File: src/core/tlip_pkg.sv
// Package for the two-level interrupt priority block: register map, fields, reset values.
// Assumes a 32-bit AXI4-Lite register bus with one aligned word per register.
package tlip_pkg;

  localparam int          AXI_AW          = 4;
  localparam logic [3:0]  OFS_CTRL0       = 4'h0;
  localparam logic [3:0]  OFS_PRIO7       = 4'h4;
  localparam logic [3:0]  OFS_PRIO8       = 4'h8;
  localparam logic [3:0]  OFS_STATE       = 4'hC;

  localparam int          CTL_GHE_BIT     = 7;
  localparam int          CTL_GLE_BIT     = 6;
  localparam int          CTL_PLE_BIT     = 5;
  localparam logic [7:0]  CTL_WMASK       = 8'hE7;
  localparam logic [7:0]  CTL_RESET       = 8'h07;
  localparam logic [7:0]  PRIO7_WMASK     = 8'h3B;
  localparam logic [7:0]  PRIO7_RESET     = 8'h3B;
  localparam logic [7:0]  PRIO8_WMASK     = 8'hC0;
  localparam logic [7:0]  PRIO8_RESET     = 8'hC0;

  localparam int          NUM_SRC         = 7;
  localparam logic [6:0]  PRIO_RESET_ALL  = 7'h7F;

  localparam logic [1:0]  RESP_OKAY       = 2'h0;
  localparam logic [1:0]  RESP_SLVERR     = 2'h2;

  typedef enum logic [1:0] {
    ST_IDLE,
    ST_HIGH,
    ST_LOW,
    ST_LOW_PREEMPTED
  } tlip_svc_type;

endpackage : tlip_pkg

File: src/core/tlip_edge_det.sv
// Edge detector for the external interrupt pins with selectable polarity.
// Assumes pins are synchronous to the clock.
`timescale 1ns/1ps
`default_nettype none

module tlip_edge_det #(
  parameter int N = 3
) (
  input  wire logic         i_clk,
  input  wire logic         i_rst,
  input  wire logic         i_ce,
  input  wire logic [N-1:0] i_pin,
  input  wire logic [N-1:0] i_rise_sel,
  output var  logic [N-1:0] o_edge
);

  logic [N-1:0] pin_d_ff;

  always_ff @(posedge i_clk) begin
    if (i_rst) begin
      pin_d_ff <= '0;
      o_edge   <= '0;
    end else if (i_ce) begin
      pin_d_ff <= i_pin;
      // A one selects the rising edge and a zero the falling edge.
      o_edge   <= (i_rise_sel & i_pin & ~pin_d_ff) |
                  (~i_rise_sel & ~i_pin & pin_d_ff); // [RL14]
    end
  end

endmodule : tlip_edge_det
`default_nettype wire

File: src/core/tlip_top.sv
// Two-level interrupt priority logic with AXI4-Lite register access.
// Assumes the core pulses return inputs at the end of each service routine.
// Behaviour
// [RL1] Rank pending requests by user level, then by fixed vector position.
// [RL2] Each source has a priority bit: one high, zero low.
// [RL3] Priority-levels enable set gives two levels, clear makes all high.
// [RL4] A high request beats an earlier pending low request.
// [RL5] Simultaneous high and low requests: high is serviced first.
// [RL6] High preempts a running low routine, which then resumes and completes.
// [RL7] High may preempt low; low never preempts high.
// [RL8] Same-level requests never nest; vector order or polling order decides.
// [RL9] Low enable cleared in high routine drops a waiting low request.
// [RL10] A preempted low routine resumes even if low enable was cleared.
// [RL11] Without levels, bit 7 enables all unmasked interrupts or blocks all.
// [RL12] With levels, bit 7 must be set for any interrupt to be taken.
// [RL13] Bit 6 is low enable only with levels, else reads as zero.
// [RL14] Bits 2..0 select rising or falling edge for external pins 2..0.
// [RL15] Reset clears enables and levels, sets edge selects; bits 4,3 read zero.
// [RL16] Priority register 7 holds five priority bits, all resetting high.
// [RL17] Priority register 8 holds timer 5 gate and timer 5 priority bits.
// [RL18] High and low vector requests are separate; low held while high runs.
//
// Added by the designer: the register addresses and the AXI4-Lite interface to the registers.
`timescale 1ns/1ps
`default_nettype none

module tlip_top
  import tlip_pkg::*;
#(
  parameter int NSRC = NUM_SRC
) (
  input  wire logic              I_CLK,
  input  wire logic              I_RST,
  input  wire logic              I_CE,
  input  wire logic [AXI_AW-1:0] I_AWADDR,
  input  wire logic              I_AWVALID,
  output var  logic              O_AWREADY,
  input  wire logic [31:0]       I_WDATA,
  input  wire logic [3:0]        I_WSTRB,
  input  wire logic              I_WVALID,
  output var  logic              O_WREADY,
  output var  logic [1:0]        O_BRESP,
  output var  logic              O_BVALID,
  input  wire logic              I_BREADY,
  input  wire logic [AXI_AW-1:0] I_ARADDR,
  input  wire logic              I_ARVALID,
  output var  logic              O_ARREADY,
  output var  logic [31:0]       O_RDATA,
  output var  logic [1:0]        O_RRESP,
  output var  logic              O_RVALID,
  input  wire logic              I_RREADY,
  input  wire logic [2:0]        I_EXT_IRQ_PIN,
  input  wire logic [NSRC-1:0]   I_PERIPH_REQ,
  input  wire logic              I_MULTI_VECTOR_ENABLE,
  input  wire logic              I_HIGH_RETURN,
  input  wire logic              I_LOW_RETURN,
  output var  logic              O_HIGH_VEC_REQ,
  output var  logic              O_LOW_VEC_REQ,
  output var  logic [2:0]        O_VEC_INDEX,
  output var  logic [2:0]        O_EXT_IRQ_EDGE
);

  // Source order in the vector table, index 0 first:
  // ext irq 2, logic cell 2, waveform gen 2, crc, timer 4, timer 5 gate, timer 5.

  logic [7:0]       ctrl_ff;
  logic [7:0]       prio7_ff;
  logic [7:0]       prio8_ff;
  tlip_svc_type     svc_ff;
  logic [NSRC-1:0]  src_prio;
  logic [NSRC-1:0]  req;
  logic [NSRC-1:0]  hi_req;
  logic [NSRC-1:0]  lo_req;
  logic [2:0]       ext_edge;
  logic             ple;
  logic             ghe;
  logic             gle;
  logic             take_high;
  logic             take_low;
  logic             aw_ok;
  logic             w_ok;
  logic [AXI_AW-1:0] aw_addr_ff;
  logic [31:0]      wdata_ff;
  logic [3:0]       wstrb_ff;
  logic             do_write;

  function automatic logic [2:0] first_set(input logic [NSRC-1:0] v);
    first_set = 3'h0;
    for (int k = NSRC - 1; k >= 0; k--) begin
      if (v[k]) begin
        first_set = 3'(k);
      end
    end
  endfunction : first_set

  tlip_edge_det #(
    .N(3)
  ) u_edge (
    .i_clk      (I_CLK),
    .i_rst      (I_RST),
    .i_ce       (I_CE),
    .i_pin      (I_EXT_IRQ_PIN),
    .i_rise_sel (ctrl_ff[2:0]),
    .o_edge     (ext_edge)
  );

  assign ple = ctrl_ff[CTL_PLE_BIT];
  assign ghe = ctrl_ff[CTL_GHE_BIT];
  assign gle = ctrl_ff[CTL_GLE_BIT];

  assign src_prio = {prio8_ff[6], prio8_ff[7], prio7_ff[0], prio7_ff[1],
                     prio7_ff[3], prio7_ff[4], prio7_ff[5]}; // [RL2]

  assign req = {I_PERIPH_REQ[NSRC-1:1], I_PERIPH_REQ[0] | ext_edge[2]};

  // Without levels every source counts as high.
  assign hi_req = req & (ple ? src_prio : {NSRC{1'b1}}); // [RL3]
  assign lo_req = ple ? (req & ~src_prio) : '0; // [RL3]

  // High is taken from idle or a running low routine; low only from idle.
  assign take_high = ghe && (|hi_req) &&
                     (svc_ff == ST_IDLE || svc_ff == ST_LOW); // [RL4] [RL5] [RL7] [RL11] [RL12]
  assign take_low  = ghe && gle && ple && (|lo_req) && !(|hi_req) &&
                     svc_ff == ST_IDLE; // [RL8] [RL9] [RL12]

  always_ff @(posedge I_CLK) begin
    if (I_RST) begin
      svc_ff <= ST_IDLE;
    end else if (I_CE) begin
      unique case (svc_ff)
        ST_IDLE: begin
          if (take_high) begin
            svc_ff <= ST_HIGH;
          end else if (take_low) begin
            svc_ff <= ST_LOW;
          end
        end
        ST_LOW: begin
          if (take_high) begin
            svc_ff <= ST_LOW_PREEMPTED; // [RL6]
          end else if (I_LOW_RETURN) begin
            svc_ff <= ST_IDLE;
          end
        end
        ST_HIGH: begin
          if (I_HIGH_RETURN) begin
            svc_ff <= ST_IDLE;
          end
        end
        ST_LOW_PREEMPTED: begin
          // The low routine resumes regardless of the low enable.
          if (I_HIGH_RETURN) begin
            svc_ff <= ST_LOW; // [RL10]
          end
        end
      endcase
    end
  end

  always_ff @(posedge I_CLK) begin
    if (I_RST) begin
      O_HIGH_VEC_REQ <= 1'b0;
      O_LOW_VEC_REQ  <= 1'b0;
      O_VEC_INDEX    <= 3'h0;
    end else if (I_CE) begin
      O_HIGH_VEC_REQ <= take_high; // [RL18]
      O_LOW_VEC_REQ  <= take_low; // [RL18]
      if (take_high) begin
        O_VEC_INDEX <= I_MULTI_VECTOR_ENABLE ? first_set(hi_req) : 3'h0; // [RL1] [RL8]
      end else if (take_low) begin
        O_VEC_INDEX <= I_MULTI_VECTOR_ENABLE ? first_set(lo_req) : 3'h0; // [RL1] [RL8]
      end
    end
  end

  always_ff @(posedge I_CLK) begin
    if (I_RST) begin
      O_EXT_IRQ_EDGE <= 3'h0;
    end else if (I_CE) begin
      O_EXT_IRQ_EDGE <= ext_edge;
    end
  end

  // Write channel: address and data are latched in either order.
  always_ff @(posedge I_CLK) begin
    if (I_RST) begin
      aw_ok      <= 1'b0;
      w_ok       <= 1'b0;
      aw_addr_ff <= '0;
      wdata_ff   <= 32'h0;
      wstrb_ff   <= 4'h0;
      O_AWREADY  <= 1'b1;
      O_WREADY   <= 1'b1;
      O_BVALID   <= 1'b0;
      O_BRESP    <= RESP_OKAY;
    end else if (I_CE) begin
      if (I_AWVALID && O_AWREADY) begin
        aw_ok      <= 1'b1;
        aw_addr_ff <= I_AWADDR;
        O_AWREADY  <= 1'b0;
      end
      if (I_WVALID && O_WREADY) begin
        w_ok      <= 1'b1;
        wdata_ff  <= I_WDATA;
        wstrb_ff  <= I_WSTRB;
        O_WREADY  <= 1'b0;
      end
      if (do_write) begin
        aw_ok    <= 1'b0;
        w_ok     <= 1'b0;
        O_BVALID <= 1'b1;
        O_BRESP  <= (aw_addr_ff[3:2] == OFS_STATE[3:2]) ? RESP_SLVERR : RESP_OKAY;
      end
      if (O_BVALID && I_BREADY) begin
        O_BVALID  <= 1'b0;
        O_AWREADY <= 1'b1;
        O_WREADY  <= 1'b1;
      end
    end
  end

  assign do_write = aw_ok && w_ok && !O_BVALID;

  always_ff @(posedge I_CLK) begin
    if (I_RST) begin
      ctrl_ff  <= CTL_RESET; // [RL15]
      prio7_ff <= PRIO7_RESET; // [RL16]
      prio8_ff <= PRIO8_RESET; // [RL17]
    end else if (I_CE && do_write && wstrb_ff[0]) begin
      unique case (aw_addr_ff[3:2])
        OFS_CTRL0[3:2]: ctrl_ff  <= wdata_ff[7:0] & CTL_WMASK; // [RL15]
        OFS_PRIO7[3:2]: prio7_ff <= wdata_ff[7:0] & PRIO7_WMASK; // [RL16]
        OFS_PRIO8[3:2]: prio8_ff <= wdata_ff[7:0] & PRIO8_WMASK; // [RL17]
        default: begin
        end
      endcase
    end
  end

  // Read channel: one cycle from address to data.
  always_ff @(posedge I_CLK) begin
    if (I_RST) begin
      O_ARREADY <= 1'b1;
      O_RVALID  <= 1'b0;
      O_RDATA   <= 32'h0;
      O_RRESP   <= RESP_OKAY;
    end else if (I_CE) begin
      if (I_ARVALID && O_ARREADY) begin
        O_ARREADY <= 1'b0;
        O_RVALID  <= 1'b1;
        O_RRESP   <= RESP_OKAY;
        unique case (I_ARADDR[3:2])
          OFS_CTRL0[3:2]: begin
            O_RDATA <= {24'h0, ctrl_ff[7], ctrl_ff[6] & ple, ctrl_ff[5:0]}; // [RL13]
          end
          OFS_PRIO7[3:2]: O_RDATA <= {24'h0, prio7_ff};
          OFS_PRIO8[3:2]: O_RDATA <= {24'h0, prio8_ff};
          OFS_STATE[3:2]: O_RDATA <= {30'h0, 2'(svc_ff)};
        endcase
      end
      if (O_RVALID && I_RREADY) begin
        O_RVALID  <= 1'b0;
        O_ARREADY <= 1'b1;
      end
    end
  end

  no_low_nest_a: assert property (@(posedge I_CLK) disable iff (I_RST) // [RL7]
    (svc_ff == ST_HIGH) |-> !O_LOW_VEC_REQ ##1 !O_LOW_VEC_REQ)
    else $error("Low request raised during a high routine.");

  resume_low_a: assert property (@(posedge I_CLK) disable iff (I_RST) // [RL10]
    (I_CE && svc_ff == ST_LOW_PREEMPTED && I_HIGH_RETURN) |=> (svc_ff == ST_LOW))
    else $error("Preempted low routine did not resume.");

  preempt_a: assert property (@(posedge I_CLK) disable iff (I_RST) // [RL6]
    (I_CE && svc_ff == ST_LOW && ghe && (|hi_req)) |=> O_HIGH_VEC_REQ)
    else $error("High request failed to preempt low routine.");

  high_first_a: assert property (@(posedge I_CLK) disable iff (I_RST) // [RL5]
    (I_CE && svc_ff == ST_IDLE && ghe && (|hi_req) && (|lo_req)) |=>
      (O_HIGH_VEC_REQ && !O_LOW_VEC_REQ))
    else $error("Low serviced ahead of simultaneous high.");

  gie_block_a: assert property (@(posedge I_CLK) disable iff (I_RST) // [RL12]
    (I_CE && !ghe) |=> (!O_HIGH_VEC_REQ && !O_LOW_VEC_REQ))
    else $error("Vector raised with high enable clear.");

  no_levels_a: assert property (@(posedge I_CLK) disable iff (I_RST) // [RL3]
    (I_CE && !ple) |=> !O_LOW_VEC_REQ)
    else $error("Low vector raised with levels disabled.");

  low_drop_a: assert property (@(posedge I_CLK) disable iff (I_RST) // [RL9]
    (I_CE && !gle) |=> !O_LOW_VEC_REQ)
    else $error("Low vector raised with low enable clear.");

  vec_order_a: assert property (@(posedge I_CLK) disable iff (I_RST) // [RL1]
    (I_CE && take_high && I_MULTI_VECTOR_ENABLE && hi_req[0]) |=> (O_VEC_INDEX == 3'h0))
    else $error("Vector order not honoured.");

endmodule : tlip_top
`default_nettype wire

File: config.mk
export PLATFORM = sky130hd
export DESIGN_NAME = tlip_top
export DESIGN_NICKNAME = d
export VERILOG_FILES = /design/src/core/tlip_pkg.sv /design/src/core/tlip_edge_det.sv /design/src/core/tlip_top.sv
export SDC_FILE = /design/constraint.sdc
export NUM_CORES = 1
export LEC_CHECK = 0
export ABC_AREA = 1
export BUFFER_PORTS_ARGS = -buffer_cell sky130_fd_sc_hd__buf_2
export CORE_UTILIZATION = 48
export DETAILED_ROUTE_END_ITERATION = 12
export GPL_TIMING_DRIVEN = 0
export MAX_ROUTING_LAYER = met4
export PLACE_DENSITY = 0.87
export SLEW_MARGIN = 25
export SYNTH_ARGS = -nofsm -noshare
export SYNTH_HDL_FRONTEND = slang
export SYNTH_HIERARCHICAL = 1
export SYNTH_SLANG_ARGS = --single-unit
File: constraint.sdc
create_clock -name I_CLK -period 2.01 [get_ports I_CLK]
set_input_delay 0.201 -clock I_CLK [delete_from_list [all_inputs] [get_ports I_CLK]]
set_output_delay 0.201 -clock I_CLK [all_outputs]
set_load 0.005 [all_outputs]
Word-level counts from Yosys, hierarchy flattened. Cells that the tools add are included.

Output and inout bits: 49. Bits of input ports: 65. Bits in registers: 83.

Bitwise gates (word level): 13. Equal/unequal tests: 13. Mux-type cells: 43. Reductions and logical operators: 46.

Operators with widths (count): case mux 32 bit (4 select lines) (1); 2-to-1 mux 3 bit (18); AND reduction 2 bit (14); logical AND 1 bit (16); bitwise AND 7 bit (2); 2-to-1 mux 1 bit (14); 2-to-1 mux 2 bit (7); 2-to-1 mux 7 bit (2); nonzero test 2 bit (7); OR reduction 7 bit (2); bitwise AND 3 bit (4); equality test 2 bit, second input constant (6); inverter 3 bit (3); case mux 2 bit (4 select lines) (1); inverter 7 bit (1); equality test 2 x 1 -> 1 bit, second input constant (3); logical NOT 2 bit (3); inequality test 3 bit, second input constant (2); AND reduction 5 bit (1); inequality test 2 bit, second input constant (2); OR 3 bit (1); logical NOT 1 bit (2); bitwise AND 1 bit (1); logical OR 1 bit (1); OR 1 bit (1).

Logic depth before layout (Yosys ltp). Gate-level depths: netlist (run 1).

Depth in word-level cells: 13. Gate-level depth with buffers: 13.

Cells and area by module. The synthesis (run 1) kept the hierarchy.

By module, submodules not included: tlip_top (cells an instance 349, area an instance 2441.1 sq um, instances 1, sequential area each 1001.0 sq um); tlip_edge_det (cells an instance 49, area an instance 329.1 sq um, instances 1, sequential area each 120.1 sq um).

Least setup slack after synthesis (run 1). Ideal clock, no wire load.

Path kind: register to register. From: register ctrl_ff[5]. To: register svc_ff[0]. Arrival: 1.328 ns. Setup slack: 0.554 ns. Cell stages (with the launch flop): 13. Cells stage by stage: dfxtp_1 -> buf_4 -> nand2_1 -> nand2_1 -> nand2_1 -> nor2_2 -> nand2_2 -> a21oi_1 -> nand2_2 -> nand2_1 -> nand2_1 -> o21ai_1 -> nor2_1.

Longest elaborated chain between the ends: 8. Elaborated cells on any way between the ends: 18. Classes of those cells: eq/ne: 2; mux: 5; bitwise: 1; reduce/logical: 10.

Ends and longest elaborated chain: start, declared (RTL line tlip_top.sv:66) `logic [7:0] ctrl_ff;`; start signal, assigned (RTL line tlip_top.sv:231) `OFS_CTRL0[3:2]: ctrl_ff <= wdata_ff[7:0] & CTL_WMASK;`; 2-to-1 mux 7 bit (RTL line tlip_top.sv:117) `assign hi_req = req & (ple ? src_prio : {NSRC{1'b1}});`; bitwise AND 7 bit (RTL line tlip_top.sv:117); OR reduction 7 bit (RTL line tlip_top.sv:121, tlip_top.sv:123); logical NOT 1 bit (RTL line tlip_top.sv:123) `assign take_low = ghe && gle && ple && (|lo_req) && !(|hi_req) &&`; logical AND 1 bit (2 in a row) (RTL line tlip_top.sv:123); inequality test 3 bit (no line); AND reduction 5 bit (no line); end signal, assigned (RTL line tlip_top.sv:128) `svc_ff <= ST_IDLE;`; end signal, assigned (RTL line tlip_top.sv:133) `svc_ff <= ST_HIGH;`; end signal, assigned (RTL line tlip_top.sv:135) `svc_ff <= ST_LOW;`; end, declared (RTL line tlip_top.sv:69) `tlip_svc_type svc_ff;`.

Several ways; a longest one is shown, not always the timed one. A chain may end at the register's enable or synchronous reset.

Worst setup path after layout (run 1). Same ends and word-level chain as after synthesis.

==> results of run 1 <==
placed cells by master (no fill, tap or decap), types with 2 or more instances in the layout:
cell      netlist  final
nand3_1        38     38
clkbuf_1        8      8
o21ai_1         2      3
nand2_2         2      2
buf_2           0     55
clkbuf_8        0      5
nor2_2          3      3
nand2_1       105    105
o211ai_1        8      8
buf_4          28     28
nor2_4          2      2
a211oi_1        2      2
nor2_1         25     25
nand4_1         2      2
a21oi_1        36     36
inv_2           4      4
nor3_1          4      4
o21ai_0        16     15
nand3_2         2      2
inv_1          39     39
dfxtp_1        56     56
a31oi_1         3      3
clkinv_1        3      3
conb_1          1     27
power groups by stage:
stage	clock network (mW)	registers [mW]	logic [mW]
after floorplan	0	1.20	0.195
after global placement	0	1.21	0.286
after detailed placement	0	1.21	0.294
after CTS	0.753	1.18	0.297
after global routing	0.788	1.19	0.340
final	0.735	1.18	0.300
worst max-delay path: cells and delay by family, from the launching register on:
family / cells / cell delay [ns]
compound gates: 2 / 0.26
buf+inv: 1 / 0.19
flops: 1 / 0.37
simple gates: 9 / 0.77
sequential cells by signal, summed over array words and instances, names as in the netlist, 2 cells and up:
| register | flops |
|---|---|
| O_RDATA | 8 |
| wdata_ff | 8 |
| ctrl_ff | 6 |
| prio7_ff | 5 |
| O_EXT_IRQ_EDGE | 3 |
| O_VEC_INDEX | 3 |
| u_edge/o_edge | 3 |
| u_edge/pin_d_ff | 3 |
| aw_addr_ff | 2 |
| prio8_ff | 2 |
| svc_ff | 2 |
per-stage QoR:
| step | area (µm²) | instances | setup slack (ns) |
|---|---|---|---|
| after floorplan | 2870 | 424 | 0.554 |
| after global placement | 3230 | 551 | 0.111 |
| after detailed placement | 3230 | 551 | 0.107 |
| after CTS | 3340 | 559 | 0.205 |
| after global routing | 3340 | 559 | 0.0599 |
| final | 3340 | 559 | 0.286 |
metal layers:
metal / share of wire [%] / up-vias / GRT usage (%) / routed length (µm)
met5: 0 / - / - / 0
met4: 1.3 / 0 / 6.85 / 90
met3: 6.1 / 13 / 3.65 / 415
met2: 47 / 98 / 42.5 / 3220
met1: 45 / 1203 / 29.1 / 3060
li1: - / 1416 / - / -
kinds of logic (layout without fill, tap and decap cells):
logic type | Yosys count | count (layout) | share of synthesized area, %
AOI/OAI and AO/OA | 73 | 73 | 15.1
DFF | 56 | 56 | 40.5
and+or+nand+nor | 185 | 185 | 29.0
other | 1 | 27 | 0.135
buffers and inverters | 83 | 146 | 15.3
cells in the mapped netlist, drive strengths merged (2+ instances only):
library cell  number
a211oi             3
a21oi             37
a31oi              3
buf               29
clkbuf             8
clkinv             3
dfxtp             56
inv               43
nand2            107
nand3             40
nand4              2
nor2              30
nor3               5
o211ai             8
o21ai             18
area by class of cell:
cell class	count	share of cell area [%]
Clock buffer	5	2.06
Buffer	37	7.52
Timing Repair Buffer	55	8.23
Multi-Input combinational cell	285	39.5
Sequential cell	56	33.5
Inverter	46	5.16
Tap cell	72	2.69
Clock inverter	3	1.27
worst paths after layout:
path | from | end | slack (ns) | cells after the start
max | ctrl_ff[5]$_SDFFE_PP0P_ | svc_ff[0]$_SDFFE_PP0P_ | 0.29 | 12
min | I_WDATA[4] | wdata_ff[4]$_SDFFE_PP0P_ | 0.16 | 3
max reg2reg | ctrl_ff[5]$_SDFFE_PP0P_ | svc_ff[0]$_SDFFE_PP0P_ | 0.29 | 12
min reg2reg | aw_ok$_SDFFE_PP0P_ | aw_ok$_SDFFE_PP0P_ | 0.46 | 2
repair_timing:
action | CTS | global route
endpoints found under the setup margin | 0 | 1
gates resized for setup | 0 | 1
endpoints found under the hold margin | 0 | 0
==> flow_summary.ini, run 1 <==
[floorplan]
start_util_pct = 50.0
die_area_mm2 = 0.00608
core-area_mm2 = 0.00554
pin_count = 114
die_x_um = 78.0
die_height_um = 78.0
rows = 27

[routing]
first_pass_iters = 4
vias = 2730
drc = 0
viasPerCell = 4.88
routed_wl_um = 6790
postRouteAntennaNets = 0
wl_per_cell_um = 12.1
drt_iter0_markers = 190

[global_routing]
grt_max_degree = 18
antenna_found_initial = 0
grt_pass1_wl_um = 11300
grt-ovfl-total = 0
track_usage_pct = 24.4
grt_pass1_vias = 2528

[power]
power_density_mw_per_mm2 = 663
vdd_drop_max_mv = 0.396
power.leakage_nw = 1.69
p_comb_share_pct = 13.5
p_switching_mw = 0.568
total_power_mw = 2.22
p_int_mw = 1.65
seqPwrFrac_pct = 53.3
clock_power_share_pct = 33.1
switching_share_pct = 25.6

[synth]
synth_area_mm2 = 0.00277
ys_seq_elements = 56
synth_cell_type_count = 31
netlist_instances = 398
yosysTopAreaCellShare_pct = 40.5
ys_seq_area_share_pct = 40.5
ys_warn_count = 6
synthArstFlopShare_pct = 0
synth_edf_count = 0
synth.avg_cell_area_um2 = 6.96
ys_top_cells_by_area = dfxtp_1, nand2_1, buf_4
synthFlopType = dfxtp_1
synth_top_cell_by_area = dfxtp_1

[cts]
cts.sinks = 56
path_clk_slew_ns = 0.10
cts-htree-levels = 2
postCtsSetupRepairBufs = 0
holdBufCountCts = 0
clk_latency_ns = 0.31
cts_buffer_depth = 2
cts_tree = yes
root_buffer = clkbuf_8
cts-buffers-inserted = 5

[setup_path]
critPathSlowestCell = dfxtp_1
critPathLaunchType = flip-flop
max_stage_delay_ns = 0.37
path_class = reg -> reg
critPathArrivalTime_ns = 1.90
end_kind = flip-flop
cp.required_ns = 2.19
critPathMaxFanout = 10
cp_common_cell = nand2_1
crit_chain = buf_4 > nand2_1 > nand2_1 > nand2_1 > nor2_2 > nand2_2 > a21oi_1 > nand2_2 > nand2_1 > nand2_1 > o21ai_1 > nor2_1

[status]
status = complete, no violations

[min_path]
hold_class = in -> reg

[sta]
finalCriticalPeriod_ns = 1.72
timing.hold.ws_ns = 0.156
skew_ns = 0.00750
max_slew_margin_pct = 59.6
rsz0062_at_grt = false
finalHoldViolations = 0
fin_tns_setup_ns = 0
fmax_mhz = 580
period_share_pct = 85.8
tightest_slew_ns = 0.602
drv_slew = 0
setup_viol = 0

[finish]
seq_area_mm2 = 0.00112
area_growth_pct = 20.7
nets = 551
fillers = 545
final_core_util_pct = 60.4
multi_input_area_mm2 = 0.00132
diodes = 0
drive_above_1_share_pct = 22.2

[job]
max-cap-violations = 0

[placement]
port_buffers = 55
place_congestion = 0.927
post-dp-hpwl_um = 5260
Note: power is estimated with default switching activity, not from simulation.
==> inputs of run 2 (changes only) <==
--- a/config.mk
+++ b/config.mk
@@ -11,7 +11,7 @@
 export DETAILED_ROUTE_END_ITERATION = 12
 export GPL_TIMING_DRIVEN = 0
 export MAX_ROUTING_LAYER = met4
-export PLACE_DENSITY = 0.87
+export PLACE_DENSITY = 0.8
 export SLEW_MARGIN = 25
 export SYNTH_ARGS = -nofsm -noshare
 export SYNTH_HDL_FRONTEND = slang
==> flow_summary.ini, run 2 (synthesis results as in run 1) <==
[min_path]
holdPathEnd = wdata_ff[6]$_SDFFE_PP0P_
hold_depth = 3
min_from = I_WDATA[6]
hold_class = in -> reg

[sta]
drv_slew = 0
tightest_slew_ns = 0.572
setup_viol = 0
finalHoldViolations = 0
fmax_mhz = 588
rsz0062_at_grt = false
fin_tns_setup_ns = 0
period_share_pct = 84.6
max_slew_margin_pct = 61.6
finalCriticalPeriod_ns = 1.70
timing.final.ws_setup_ns = 0.309
skew_ns = 0.00862

[floorplan]
start_util_pct = 50.0
rows = 27
die_area_mm2 = 0.00608
pin_count = 114
die_x_um = 78.0
die_height_um = 78.0
core-area_mm2 = 0.00554

[setup_path]
path_class = reg -> reg
r2r_slack_ns = 0.31
r2r_cells = 11
path_delay_family = simple AND/OR/NAND/NOR gates
critPathArrivalTime_ns = 1.88
critPathLaunchType = flip-flop
cp-startpoint = ctrl_ff[5]$_SDFFE_PP0P_
crit_chain = inv_2 > o21ai_0 > nand2_1 > nor2_2 > nand2_2 > nand3_2 > inv_2 > nand2_1 > nand2_1 > nand2_1 > a21oi_1
r2r-end = O_VEC_INDEX[0]$_SDFFE_PP0P_
cp_common_cell = nand2_1
critPathMaxFanout = 7
crit_buf_inv = 2
end_kind = flip-flop
critPathSlowestCell = dfxtp_1
worstReg2RegStart = ctrl_ff[5]$_SDFFE_PP0P_
max_stage_delay_ns = 0.37
cp.required_ns = 2.19

[finish]
diodes = 0
nets = 551
area_growth_pct = 19.9
layout_commonest_cell = nand2_1
reg.largest.list = O_RDATA (8), wdata_ff (8), ctrl_ff (6)
fin_cells = 559
final_cell_mix = nand2_1, dfxtp_1, buf_2
drive_above_1_share_pct = 22.0

[routing]
drt_iter0_markers = 194
first_pass_iters = 6
drc = 0
postRouteAntennaNets = 0
viasPerCell = 4.84
vias = 2705
wl_per_cell_um = 11.8
routed_wl_um = 6590

[power]
vdd_drop_max_mv = 0.322
power.leakage_nw = 1.68
power_density_mw_per_mm2 = 630

[global_routing]
antenna_found_initial = 0
grt_pass1_vias = 2381
grt_pass1_wl_um = 10700
grt-ovfl-total = 0
grt_max_degree = 18
track_usage_pct = 23.2

[cts]
cts.sinks = 56
root_buffer = clkbuf_8
cts-htree-levels = 2
path_clk_slew_ns = 0.10
cts_buffer_depth = 2
holdBufCountCts = 0
postCtsSetupRepairBufs = 0
clk_latency_ns = 0.31
cts-buffers-inserted = 5
cts_tree = yes
ctsResizeCount = 0

[placement]
dp_cells = 551
place_congestion = 0.878
post-dp-hpwl_um = 5100
place_ws_ns = 0.0695
port_buffers = 55

[status]
status = complete, no violations

[job]
max-cap-violations = 0
-- run 2: cell types whose count changed in the layout (fill, tap and decap cells not counted), sizes merged --
cell / change
bufinv: -1
clkbuf: +1
-- run 2: worst max path at each step --
stage	endpoint	slack, ns	cells after the start
final	O_VEC_INDEX[0]$_SDFFE_PP0P_	0.31	11
after floorplan	svc_ff[0]$_SDFFE_PP0P_	0.55	12
after CTS	O_VEC_INDEX[0]$_SDFFE_PP0P_	0.29	11
after detailed placement	prio7_ff[4]$_SDFFE_PP1P_	0.07	8
after global placement	prio7_ff[5]$_SDFFE_PP1P_	0.04	8
after global routing	O_VEC_INDEX[0]$_SDFFE_PP0P_	0.06	11
-- run 2: cell type report --
type                            count  area (µm²)
Buffer                             37         251
Fill cell                         548        2220
Clock buffer                        6        72.6
Clock inverter                      2        16.3
Multi-Input combinational cell    285        1320
Timing Repair Buffer               55         275
Tap cell                           72        90.1
Sequential cell                    56        1120
Inverter                           46         173
-- run 2: metrics by stage --
stage / instance area, µm² / total power [mW] / hold WS (ns) / utilization [%]
3_5_place_dp: 3230 / 1.50 / 0.449 / 58.4
5_1_grt: 3320 / 2.20 / 0.142 / 60.0
3_3_place_gp: 3230 / 1.49 / 0.441 / 58.4
6_report: 3320 / 2.09 / 0.150 / 60.0
2_1_floorplan: 2870 / 1.40 / 0.274 / -
4_1_cts: 3320 / 2.11 / 0.140 / 60.0
-- run 2: per-layer routing --
metal | GRT usage, % | wire, µm
met4 | 5.93 | 68
met2 | 39.7 | 3070
met1 | 28.1 | 2980
met5 | - | 0
met3 | 4.24 | 478
-- run 2: power by group --
part	internal [mW]	leakage [nW]	total (mW)	switching, mW
Clock	0.249	0.0414	0.612	0.363
Combinational	0.126	1.18	0.298	0.172
Sequential	1.15	0.457	1.18	0.0284
-- run 2: worst min-delay path: cells and delay by family --
family,cells,cell delay [ns]
buffers and inverters,1,0.09
and+or+nand+nor,1,0.07
AOI/OAI and AO/OA,1,0.06
